==> config.mk <==
export PLATFORM = sky130hd
export DESIGN_NAME = tiosel_dev_flat
export DESIGN_NICKNAME = d
export VERILOG_FILES = /design/src/verilog/tiosel_pkg.sv /design/src/verilog/tiosel_if.sv /design/src/verilog/tiosel_dev.sv /design/src/verilog/tiosel_route.sv /design/src/flat_wrapper.sv
export SDC_FILE = /design/constraint.sdc
export NUM_CORES = 1
export LEC_CHECK = 0
export BUFFER_PORTS_ARGS = -buffer_cell sky130_fd_sc_hd__buf_2
export CAP_MARGIN = 20
export CORE_MARGIN = 2
export CORE_UTILIZATION = 44
export DETAILED_ROUTE_END_ITERATION = 6
export PLACE_DENSITY_LB_ADDON = 0.2
export SETUP_SLACK_MARGIN = 0.05
export SLEW_MARGIN = 5
export SYNTH_ARGS = -nofsm -noshare
export SYNTH_HDL_FRONTEND = slang
export SYNTH_HIERARCHICAL = 1
export SYNTH_SLANG_ARGS = --single-unit
==> constraint.sdc <==
create_clock -name clk_i -period 2 [get_ports clk_i]
set_input_delay 0.2 -clock clk_i [delete_from_list [all_inputs] [get_ports clk_i]]
set_output_delay 0.2 -clock clk_i [all_outputs]
set_load 0.05 [all_outputs]
==> src/verilog/tiosel_pkg.sv <==
// Package with constants and types for the timer I/O mode selector
package tiosel_pkg;
  localparam int          FIELD_W          = 4;
  localparam int          HI_FIELD_LSB     = 12;
  localparam int          LO_FIELD_LSB     = 8;
  localparam int          SEL_REG_W        = 16;
  localparam int          FUNC_SEL_W       = 3;
  localparam int          EGS_W            = 2;
  localparam int          NUM_PAIRS        = 4;
  localparam logic [15:0] SEL_RESET        = 16'h0000;
  localparam logic [2:0]  FUNC_SEL_RESET   = 3'h0;
  localparam logic [1:0]  EGS_UNUSED       = 2'h0;
  localparam logic [1:0]  EGS_RESET        = 2'h0;
  localparam logic [3:0]  MODE_MAX         = 4'h8;
  // Wishbone register offsets (byte addresses)
  localparam logic [3:0]  ADR_SEL_4567     = 4'h0;
  localparam logic [3:0]  ADR_SEL_89AB     = 4'h4;
  localparam logic [3:0]  ADR_CTRL         = 4'h8;
  localparam logic [3:0]  ADR_STATUS       = 4'hc;
  localparam logic [31:0] CTRL_RESET       = 32'h0000_0000;
  localparam logic [31:0] STATUS_RESET     = 32'h0000_0000;

  typedef enum logic [3:0] {
    TIOSEL_MODE_STD        = 4'h0,
    TIOSEL_MODE_FULL       = 4'h1,
    TIOSEL_MODE_SHR_EXT    = 4'h2,
    TIOSEL_MODE_SHR_CH     = 4'h3,
    TIOSEL_MODE_STARTSTOP  = 4'h4,
    TIOSEL_MODE_SW_SIM     = 4'h5,
    TIOSEL_MODE_SW_STSP    = 4'h6,
    TIOSEL_MODE_START      = 4'h7,
    TIOSEL_MODE_SHR_CH_STSP = 4'h8
  } tiosel_mode_t;

  typedef enum logic [1:0] {
    TIOSEL_ST_IDLE  = 2'b00,
    TIOSEL_ST_STOP  = 2'b01,
    TIOSEL_ST_WRITE = 2'b11,
    TIOSEL_ST_RUN   = 2'b10
  } tiosel_state_t;
endpackage

==> src/verilog/tiosel_if.sv <==
// Interface between the selector and its controller
`timescale 1ns/10ps
interface tiosel_if;
  logic        sel_we;
  logic        sel_addr;
  logic [15:0] sel_wdata;
  logic [15:0] sel_rdata_a;
  logic [15:0] sel_rdata_b;
  logic [2:0]  timer_function_select;
  logic [1:0]  trigger_edge_select_ch9;
  logic        write_refused;
  logic        bad_code;
  logic        full_trig_conflict;
  modport device (
    input  sel_we, sel_addr, sel_wdata, timer_function_select, trigger_edge_select_ch9,
    output sel_rdata_a, sel_rdata_b, write_refused, bad_code, full_trig_conflict
  );
  modport host (
    output sel_we, sel_addr, sel_wdata, timer_function_select, trigger_edge_select_ch9,
    input  sel_rdata_a, sel_rdata_b, write_refused, bad_code, full_trig_conflict
  );
endinterface

==> src/verilog/tiosel_dev.sv <==
// Timer I/O mode select registers for channels 4 to 11
// Operation
// [RULE1] Upper field of first register: pair 6/7
// [RULE2] Lower field of first register: pair 4/5
// [RULE3] Upper field of second register: pair 10/11
// [RULE4] Lower field of second register: pair 8/9
// [RULE5] Codes 0 to 7 select modes 0-7
// [RULE6] Code 8 is mode 8; others prohibited
// [RULE7] Rewrite only while timer function is reset
// [RULE8] Pair 8/9 full mode: no channel 9 trigger
// [RULE9] Unused channel 9 trigger: edge select 00
// [RULE10] All fields reset to zero, mode 0
// [RULE11] Sharing pair takes cascade from pair below
`timescale 1ns/10ps
module tiosel_dev (
  // Clock and reset
  input  wire logic       clk_i,
  input  wire logic       rst_i,
  // Link to the controller
  tiosel_if.device        lnk,
  // Channel triggers and cascade
  input  wire logic       cascade_in_i,
  input  wire logic [3:0] pair_trig_i,
  output logic [3:0]      pair_trig_o,
  output logic            cascade_out_o,
  // Decoded modes
  output logic [3:0]      pair_four_five_mode_o,
  output logic [3:0]      pair_six_seven_mode_o,
  output logic [3:0]      pair_eight_nine_mode_o,
  output logic [3:0]      pair_ten_eleven_mode_o
);
  typedef struct packed {
    logic [15:0] sel_a;
    logic [15:0] sel_b;
    logic        refused;
    logic        bad;
    logic        conflict;
  } tiosel_dev_t;
  tiosel_dev_t r;
  tiosel_dev_t next_r;
  logic [4:0]  casc;

  function automatic logic code_ok(input logic [3:0] c);
    code_ok = (c <= tiosel_pkg::MODE_MAX); // [RULE5] [RULE6]
  endfunction

  function automatic logic [3:0] fld(input logic [15:0] v, input int lsb);
    fld = v[lsb +: tiosel_pkg::FIELD_W];
  endfunction

  always_comb begin
    next_r         = r;
    next_r.refused = 1'b0;
    if (lnk.sel_we) begin
      if (lnk.timer_function_select != tiosel_pkg::FUNC_SEL_RESET) begin
        next_r.refused = 1'b1; // [RULE7]
      end else if (!code_ok(fld(lnk.sel_wdata, tiosel_pkg::HI_FIELD_LSB)) ||
                   !code_ok(fld(lnk.sel_wdata, tiosel_pkg::LO_FIELD_LSB))) begin
        next_r.refused = 1'b1; // [RULE6]
      end else if (lnk.sel_addr) begin
        next_r.sel_b = {lnk.sel_wdata[15:8], 8'h00}; // [RULE3] [RULE4]
      end else begin
        next_r.sel_a = {lnk.sel_wdata[15:8], 8'h00}; // [RULE1] [RULE2]
      end
    end
    next_r.bad = !code_ok(fld(next_r.sel_a, tiosel_pkg::HI_FIELD_LSB)) ||
                 !code_ok(fld(next_r.sel_a, tiosel_pkg::LO_FIELD_LSB)) ||
                 !code_ok(fld(next_r.sel_b, tiosel_pkg::HI_FIELD_LSB)) ||
                 !code_ok(fld(next_r.sel_b, tiosel_pkg::LO_FIELD_LSB));
    next_r.conflict = (fld(next_r.sel_b, tiosel_pkg::LO_FIELD_LSB) ==
                       tiosel_pkg::TIOSEL_MODE_FULL) &&
                      (lnk.trigger_edge_select_ch9 != tiosel_pkg::EGS_UNUSED); // [RULE8] [RULE9]
  end

  always_ff @(posedge clk_i) begin
    if (rst_i) begin
      r.sel_a    <= tiosel_pkg::SEL_RESET; // [RULE10]
      r.sel_b    <= tiosel_pkg::SEL_RESET; // [RULE10]
      r.refused  <= 1'b0;
      r.bad      <= 1'b0;
      r.conflict <= 1'b0;
    end else begin
      r <= next_r;
    end
  end

  // Cascade chain across pairs 4/5 to 10/11
  assign casc[0] = cascade_in_i;
  for (genvar i = 0; i < tiosel_pkg::NUM_PAIRS; i++) begin : g_pair
    logic [3:0] m;
    assign m = (i < 2) ? fld(r.sel_a, (i == 0) ? tiosel_pkg::LO_FIELD_LSB :
                                                 tiosel_pkg::HI_FIELD_LSB)
                       : fld(r.sel_b, (i == 2) ? tiosel_pkg::LO_FIELD_LSB :
                                                 tiosel_pkg::HI_FIELD_LSB);
    tiosel_route u_route (
      .clk_i         (clk_i),
      .rst_i         (rst_i),
      .mode_i        (m),
      .cascade_in_i  (casc[i]),
      .own_trig_i    (pair_trig_i[i]),
      .trig_o        (pair_trig_o[i]),
      .cascade_out_o (casc[i+1])
    ); // [RULE11]
  end
  assign cascade_out_o = casc[4];

  assign lnk.sel_rdata_a         = r.sel_a;
  assign lnk.sel_rdata_b         = r.sel_b;
  assign lnk.write_refused       = r.refused;
  assign lnk.bad_code            = r.bad;
  assign lnk.full_trig_conflict  = r.conflict;
  assign pair_four_five_mode_o   = r.sel_a[11:8];
  assign pair_six_seven_mode_o   = r.sel_a[15:12];
  assign pair_eight_nine_mode_o  = r.sel_b[11:8];
  assign pair_ten_eleven_mode_o  = r.sel_b[15:12];
endmodule

==> src/verilog/tiosel_route.sv <==
// Cascade routing for one channel pair
`timescale 1ns/10ps
module tiosel_route (
  // Clock and reset
  input  wire logic       clk_i,
  input  wire logic       rst_i,
  // Mode and cascade
  input  wire logic [3:0] mode_i,
  input  wire logic       cascade_in_i,
  input  wire logic       own_trig_i,
  output logic            trig_o,
  output logic            cascade_out_o
);
  typedef struct packed {
    logic trig;
    logic casc_out;
  } tiosel_route_t;
  tiosel_route_t r;
  tiosel_route_t next_r;

  always_comb begin
    next_r = r;
    case (mode_i)
      4'h3,
      4'h8: begin
        next_r.trig     = cascade_in_i; // [RULE11]
        next_r.casc_out = cascade_in_i;
      end
      default: begin
        next_r.trig     = own_trig_i;
        next_r.casc_out = own_trig_i;
      end
    endcase
  end

  always_ff @(posedge clk_i) begin
    if (rst_i) begin
      r <= '0;
    end else begin
      r <= next_r;
    end
  end

  assign trig_o        = r.trig;
  assign cascade_out_o = r.casc_out;
endmodule

==> src/flat_wrapper.sv <==
// flat-port wrapper written by rule: the top's interface ports become plain ports
module tiosel_dev_flat 
  (clk_i, rst_i, cascade_in_i, pair_trig_i, pair_trig_o, cascade_out_o, pair_four_five_mode_o, pair_six_seven_mode_o, pair_eight_nine_mode_o, pair_ten_eleven_mode_o, lnk_sel_we, lnk_sel_addr, lnk_sel_wdata, lnk_timer_function_select, lnk_trigger_edge_select_ch9, lnk_sel_rdata_a, lnk_sel_rdata_b, lnk_write_refused, lnk_bad_code, lnk_full_trig_conflict);
  tiosel_if lnk_i ();
  input  wire logic clk_i;
  input  wire logic rst_i;
  input  wire logic cascade_in_i;
  input  wire logic [3:0] pair_trig_i;
  output logic [3:0] pair_trig_o;
  output logic cascade_out_o;
  output logic [3:0] pair_four_five_mode_o;
  output logic [3:0] pair_six_seven_mode_o;
  output logic [3:0] pair_eight_nine_mode_o;
  output logic [3:0] pair_ten_eleven_mode_o;
  input wire logic [$bits(lnk_i.sel_we)-1:0] lnk_sel_we;
  input wire logic [$bits(lnk_i.sel_addr)-1:0] lnk_sel_addr;
  input wire logic [$bits(lnk_i.sel_wdata)-1:0] lnk_sel_wdata;
  input wire logic [$bits(lnk_i.timer_function_select)-1:0] lnk_timer_function_select;
  input wire logic [$bits(lnk_i.trigger_edge_select_ch9)-1:0] lnk_trigger_edge_select_ch9;
  output wire logic [$bits(lnk_i.sel_rdata_a)-1:0] lnk_sel_rdata_a;
  output wire logic [$bits(lnk_i.sel_rdata_b)-1:0] lnk_sel_rdata_b;
  output wire logic [$bits(lnk_i.write_refused)-1:0] lnk_write_refused;
  output wire logic [$bits(lnk_i.bad_code)-1:0] lnk_bad_code;
  output wire logic [$bits(lnk_i.full_trig_conflict)-1:0] lnk_full_trig_conflict;
  assign lnk_i.sel_we = lnk_sel_we;
  assign lnk_i.sel_addr = lnk_sel_addr;
  assign lnk_i.sel_wdata = lnk_sel_wdata;
  assign lnk_i.timer_function_select = lnk_timer_function_select;
  assign lnk_i.trigger_edge_select_ch9 = lnk_trigger_edge_select_ch9;
  assign lnk_sel_rdata_a = lnk_i.sel_rdata_a;
  assign lnk_sel_rdata_b = lnk_i.sel_rdata_b;
  assign lnk_write_refused = lnk_i.write_refused;
  assign lnk_bad_code = lnk_i.bad_code;
  assign lnk_full_trig_conflict = lnk_i.full_trig_conflict;
  tiosel_dev u_core (.clk_i(clk_i), .rst_i(rst_i), .lnk(lnk_i), .cascade_in_i(cascade_in_i), .pair_trig_i(pair_trig_i), .pair_trig_o(pair_trig_o), .cascade_out_o(cascade_out_o), .pair_four_five_mode_o(pair_four_five_mode_o), .pair_six_seven_mode_o(pair_six_seven_mode_o), .pair_eight_nine_mode_o(pair_eight_nine_mode_o), .pair_ten_eleven_mode_o(pair_ten_eleven_mode_o));
endmodule
==> impl_metrics.toml <==
[status]
status = "completed"

[clocking]
worst_skew_pair.late_latency_ns = 0.31
cts.sinks = 23
root_buffer = "clkbuf_4"
ctsLongestPathBuffers = 2
clk_pin_slew_ns = 0.13
cts_tree = "yes"
htreeDepth = 1
cts_hold_buffers = 0
cts_inserted_buffers = 3
cts-resized-gates = 0
cts_setup_buffers = 0

[min_path]
hold_path_end = "u_core/g_pair[3].u_route/trig_o"
hold_path_startpoint = "pair_trig_i[3]"
hp-class = "input port to flop"
min_path_cells = 2

[sta]
setup_violations = 0
rsz0062_at_grt = "false"
min_period_ns = 1.437
fin_crit_sh_pct = 71.85
report.final.slew_viol_count = 0
setup-tns-final_ns = 0
timing.hold.ws_ns = 0.1220
fmax_ghz = 0.6959
finClkSkew_ns = 0.004116
hold_violations = 0

[grt]
grt_max_degree = 19
top_usage_layer = "met2"
gr-usage-met1_pct = 21.55
overflow = 0
global_route.usage.met3_pct = 3.964
grt_pass1_vias = 1118
grt_pass1_wl_um = 5085
met2_usage_pct = 25.81
antenna_found_initial = 0
grtUsageTotal_pct = 16.13

[synthesis]
synthCells = 165
netlist_area_um2 = 1505
synth_top_area_cell = "dfxtp_1"
synthTopCellsByArea = "dfxtp_1, buf_4, mux2i_1"
yosysWarnings = 6
ys_types = 31
synth.top_cell.area_share_pct = 30.59
ys_ff_latch = 23
ys_seq_area_share_pct = 30.59
post_synth.cell_area_avg_um2 = 9.122

[cells_and_area]
finalNetCount = 239
syn_to_final_growth_pct = 11.06
diodes = 0
num-fill-cells = 340
drive_above_1_share_pct = 38.46
stdcell_count = 254
seq_area_um2 = 460.4
multi_input_area_um2 = 802.0

[route]
drc = 0
wl_per_cell_um = 12.37
ant_nets = 0
dr.pass1.iters = 4
wirelength_um = 3143
drt_iter0_drc = 107
via_per_inst = 5.051
vias = 1283

[critical_path]
worst_ep_arrival_time_ns = 1.70
reg2reg_from = "u_core/lnk.sel_rdata_b[8]"
slowest_delay_ns = 0.60
cp_max_fo = 8
timing.rr.end = "u_core/lnk.full_trig_conflict"
critPathCaptureType = "flop"
crit_type = "flop to flop"
reg2reg_slack_ns = 0.56
reg2reg_depth = 3
cp.buffers_inverters = 0
crit_slowest_cell = "or4b_2"
crit_family = "simple AND/OR/NAND/NOR gates"
crit_required_ns = 2.26
crit_path_cell_trace = "or4b_2 -> nor3_1 -> mux2_2"
startpoint_type = "flop"

[flow_run]
maxCapViolCount = 0

[floorplan]
rows = 21
die-area_um2 = 3905
start_util_pct = 45.46
num_io_pins = 86
core-area_um2 = 3311
die_y_um = 62.49
die-width_um = 62.49

[power]
p_per_area_nw_per_um2 = 528.3
leakage_nw = 0.8312
ir_drop_v = 0.0003712

[placement]
place_hpwl_um = 2480
gp_congestion = 0.8466
dp_cells = 250
io_buffers = 61
metal layers:
metal  part of all wire (%)  wire [um]
met5                      0          0
met4                   0.80         25
met3                    5.6        177
met2                     49       1529
met1                     45       1410
sequential cells by signal (all words and copies together) (netlist names):
name                           cells
u_core/lnk.write_refused           1
u_core/g_pair.u_route/trig_o       4
u_core/lnk.bad_code                1
u_core/lnk.full_trig_conflict      1
u_core/lnk.sel_rdata_a             8
u_core/lnk.sel_rdata_b             8
layout by cell type, fill, tap and decap left out:
| cell type | netlist | routed |
|---|---|---|
| a21oi_1 | 4 | 4 |
| dfxtp_1 | 23 | 23 |
| clkbuf_4 | 1 | 3 |
| and4_1 | 1 | 1 |
| clkinv_1 | 1 | 1 |
| nand3b_1 | 4 | 4 |
| o31a_1 | 8 | 8 |
| nor4_4 | 1 | 1 |
| nand4_1 | 1 | 1 |
| conb_1 | 1 | 16 |
| o31ai_1 | 2 | 2 |
| o31a_2 | 2 | 2 |
| buf_4 | 36 | 2 |
| mux2_2 | 1 | 1 |
| buf_2 | 0 | 61 |
| o22ai_1 | 1 | 1 |
| o22a_1 | 4 | 4 |
| nand3_1 | 1 | 1 |
| nor3_1 | 3 | 3 |
| nand2b_4 | 4 | 4 |
| mux2i_1 | 14 | 14 |
| o211a_1 | 2 | 2 |
| or4b_4 | 1 | 1 |
| nor4b_1 | 9 | 9 |
| and3_1 | 1 | 1 |
| or4b_2 | 2 | 2 |
| nand2_1 | 22 | 22 |
| or4_2 | 2 | 2 |
| o21ai_0 | 2 | 2 |
| clkinv_2 | 0 | 1 |
| nor2_1 | 9 | 9 |
through the flow:
stage	setup slack (ns)	area [um2]	utilization, %	total power [W]
finish	0.5630	1672	50.49	0.0008831
global route	0.4788	1672	50.49	0.0009312
CTS	0.5459	1672	50.49	0.0008941
detailed placement	0.2284	1644	49.66	0.0006789
global placement	0.2534	1644	49.66	0.0006756
floorplan	0.3527	1562	-	0.0006615
how the worst max path moves through the flow:
stage / startpoint / end / depth (start not counted)
global route: u_core/lnk.sel_rdata_b[8] / u_core/lnk.full_trig_conflict / 3
global placement: lnk_timer_function_select[1] / u_core/lnk.sel_rdata_a[15] / 4
CTS: u_core/lnk.sel_rdata_b[10] / u_core/lnk.full_trig_conflict / 3
floorplan: u_core/lnk.sel_rdata_b[8] / u_core/lnk.full_trig_conflict / 3
finish: u_core/lnk.sel_rdata_b[8] / u_core/lnk.full_trig_conflict / 3
detailed placement: lnk_timer_function_select[1] / u_core/lnk.sel_rdata_a[15] / 4
cells in the mapped netlist:
cell type,instances
clkbuf_4,1
o31a_1,8
o21ai_0,2
nor2_1,9
nor4_4,1
mux2i_1,14
nand4_1,1
o22ai_1,1
or4b_2,2
clkbuf_8,1
clkinv_1,1
mux2_2,1
nand2b_4,4
or4_2,2
and3_1,1
clkbuf_1,1
nand2_1,22
and4_1,1
o31a_2,2
o211a_1,2
o22a_1,4
nor3_1,3
or4b_4,1
conb_1,1
nand3b_1,4
a21oi_1,4
nor4b_1,9
o31ai_1,2
nand3_1,1
dfxtp_1,23
buf_4,36
power by group:
part / internal, W / switching [W]
registers: 0.000466 / 0.00000691
logic: 0.0000445 / 0.000152
clock network: 0.0000747 / 0.000139
cell families after synthesis:
logic type | Yosys count | share of synthesized area, %
AND/OR/NAND/NOR | 61 | 26.18
flip-flops | 23 | 30.59
buffers and inverters | 40 | 19.87
multiplexers | 15 | 10.06
AO/OA/AOI/OAI | 25 | 13.05
other | 1 | 0.2491
final cells by class:
| class | instances | share of cell area (%) |
|---|---|---|
| multi-input cells | 117 | 47.98 |
| flip-flops and latches | 23 | 27.54 |
| repair buffers | 63 | 19.16 |
| well taps | 46 | 3.443 |
| clock buffers | 3 | 1.347 |
| clock inverters | 1 | 0.2994 |
| inverters | 1 | 0.2246 |
No activity file was read; power rests on OpenSTA's default activity.
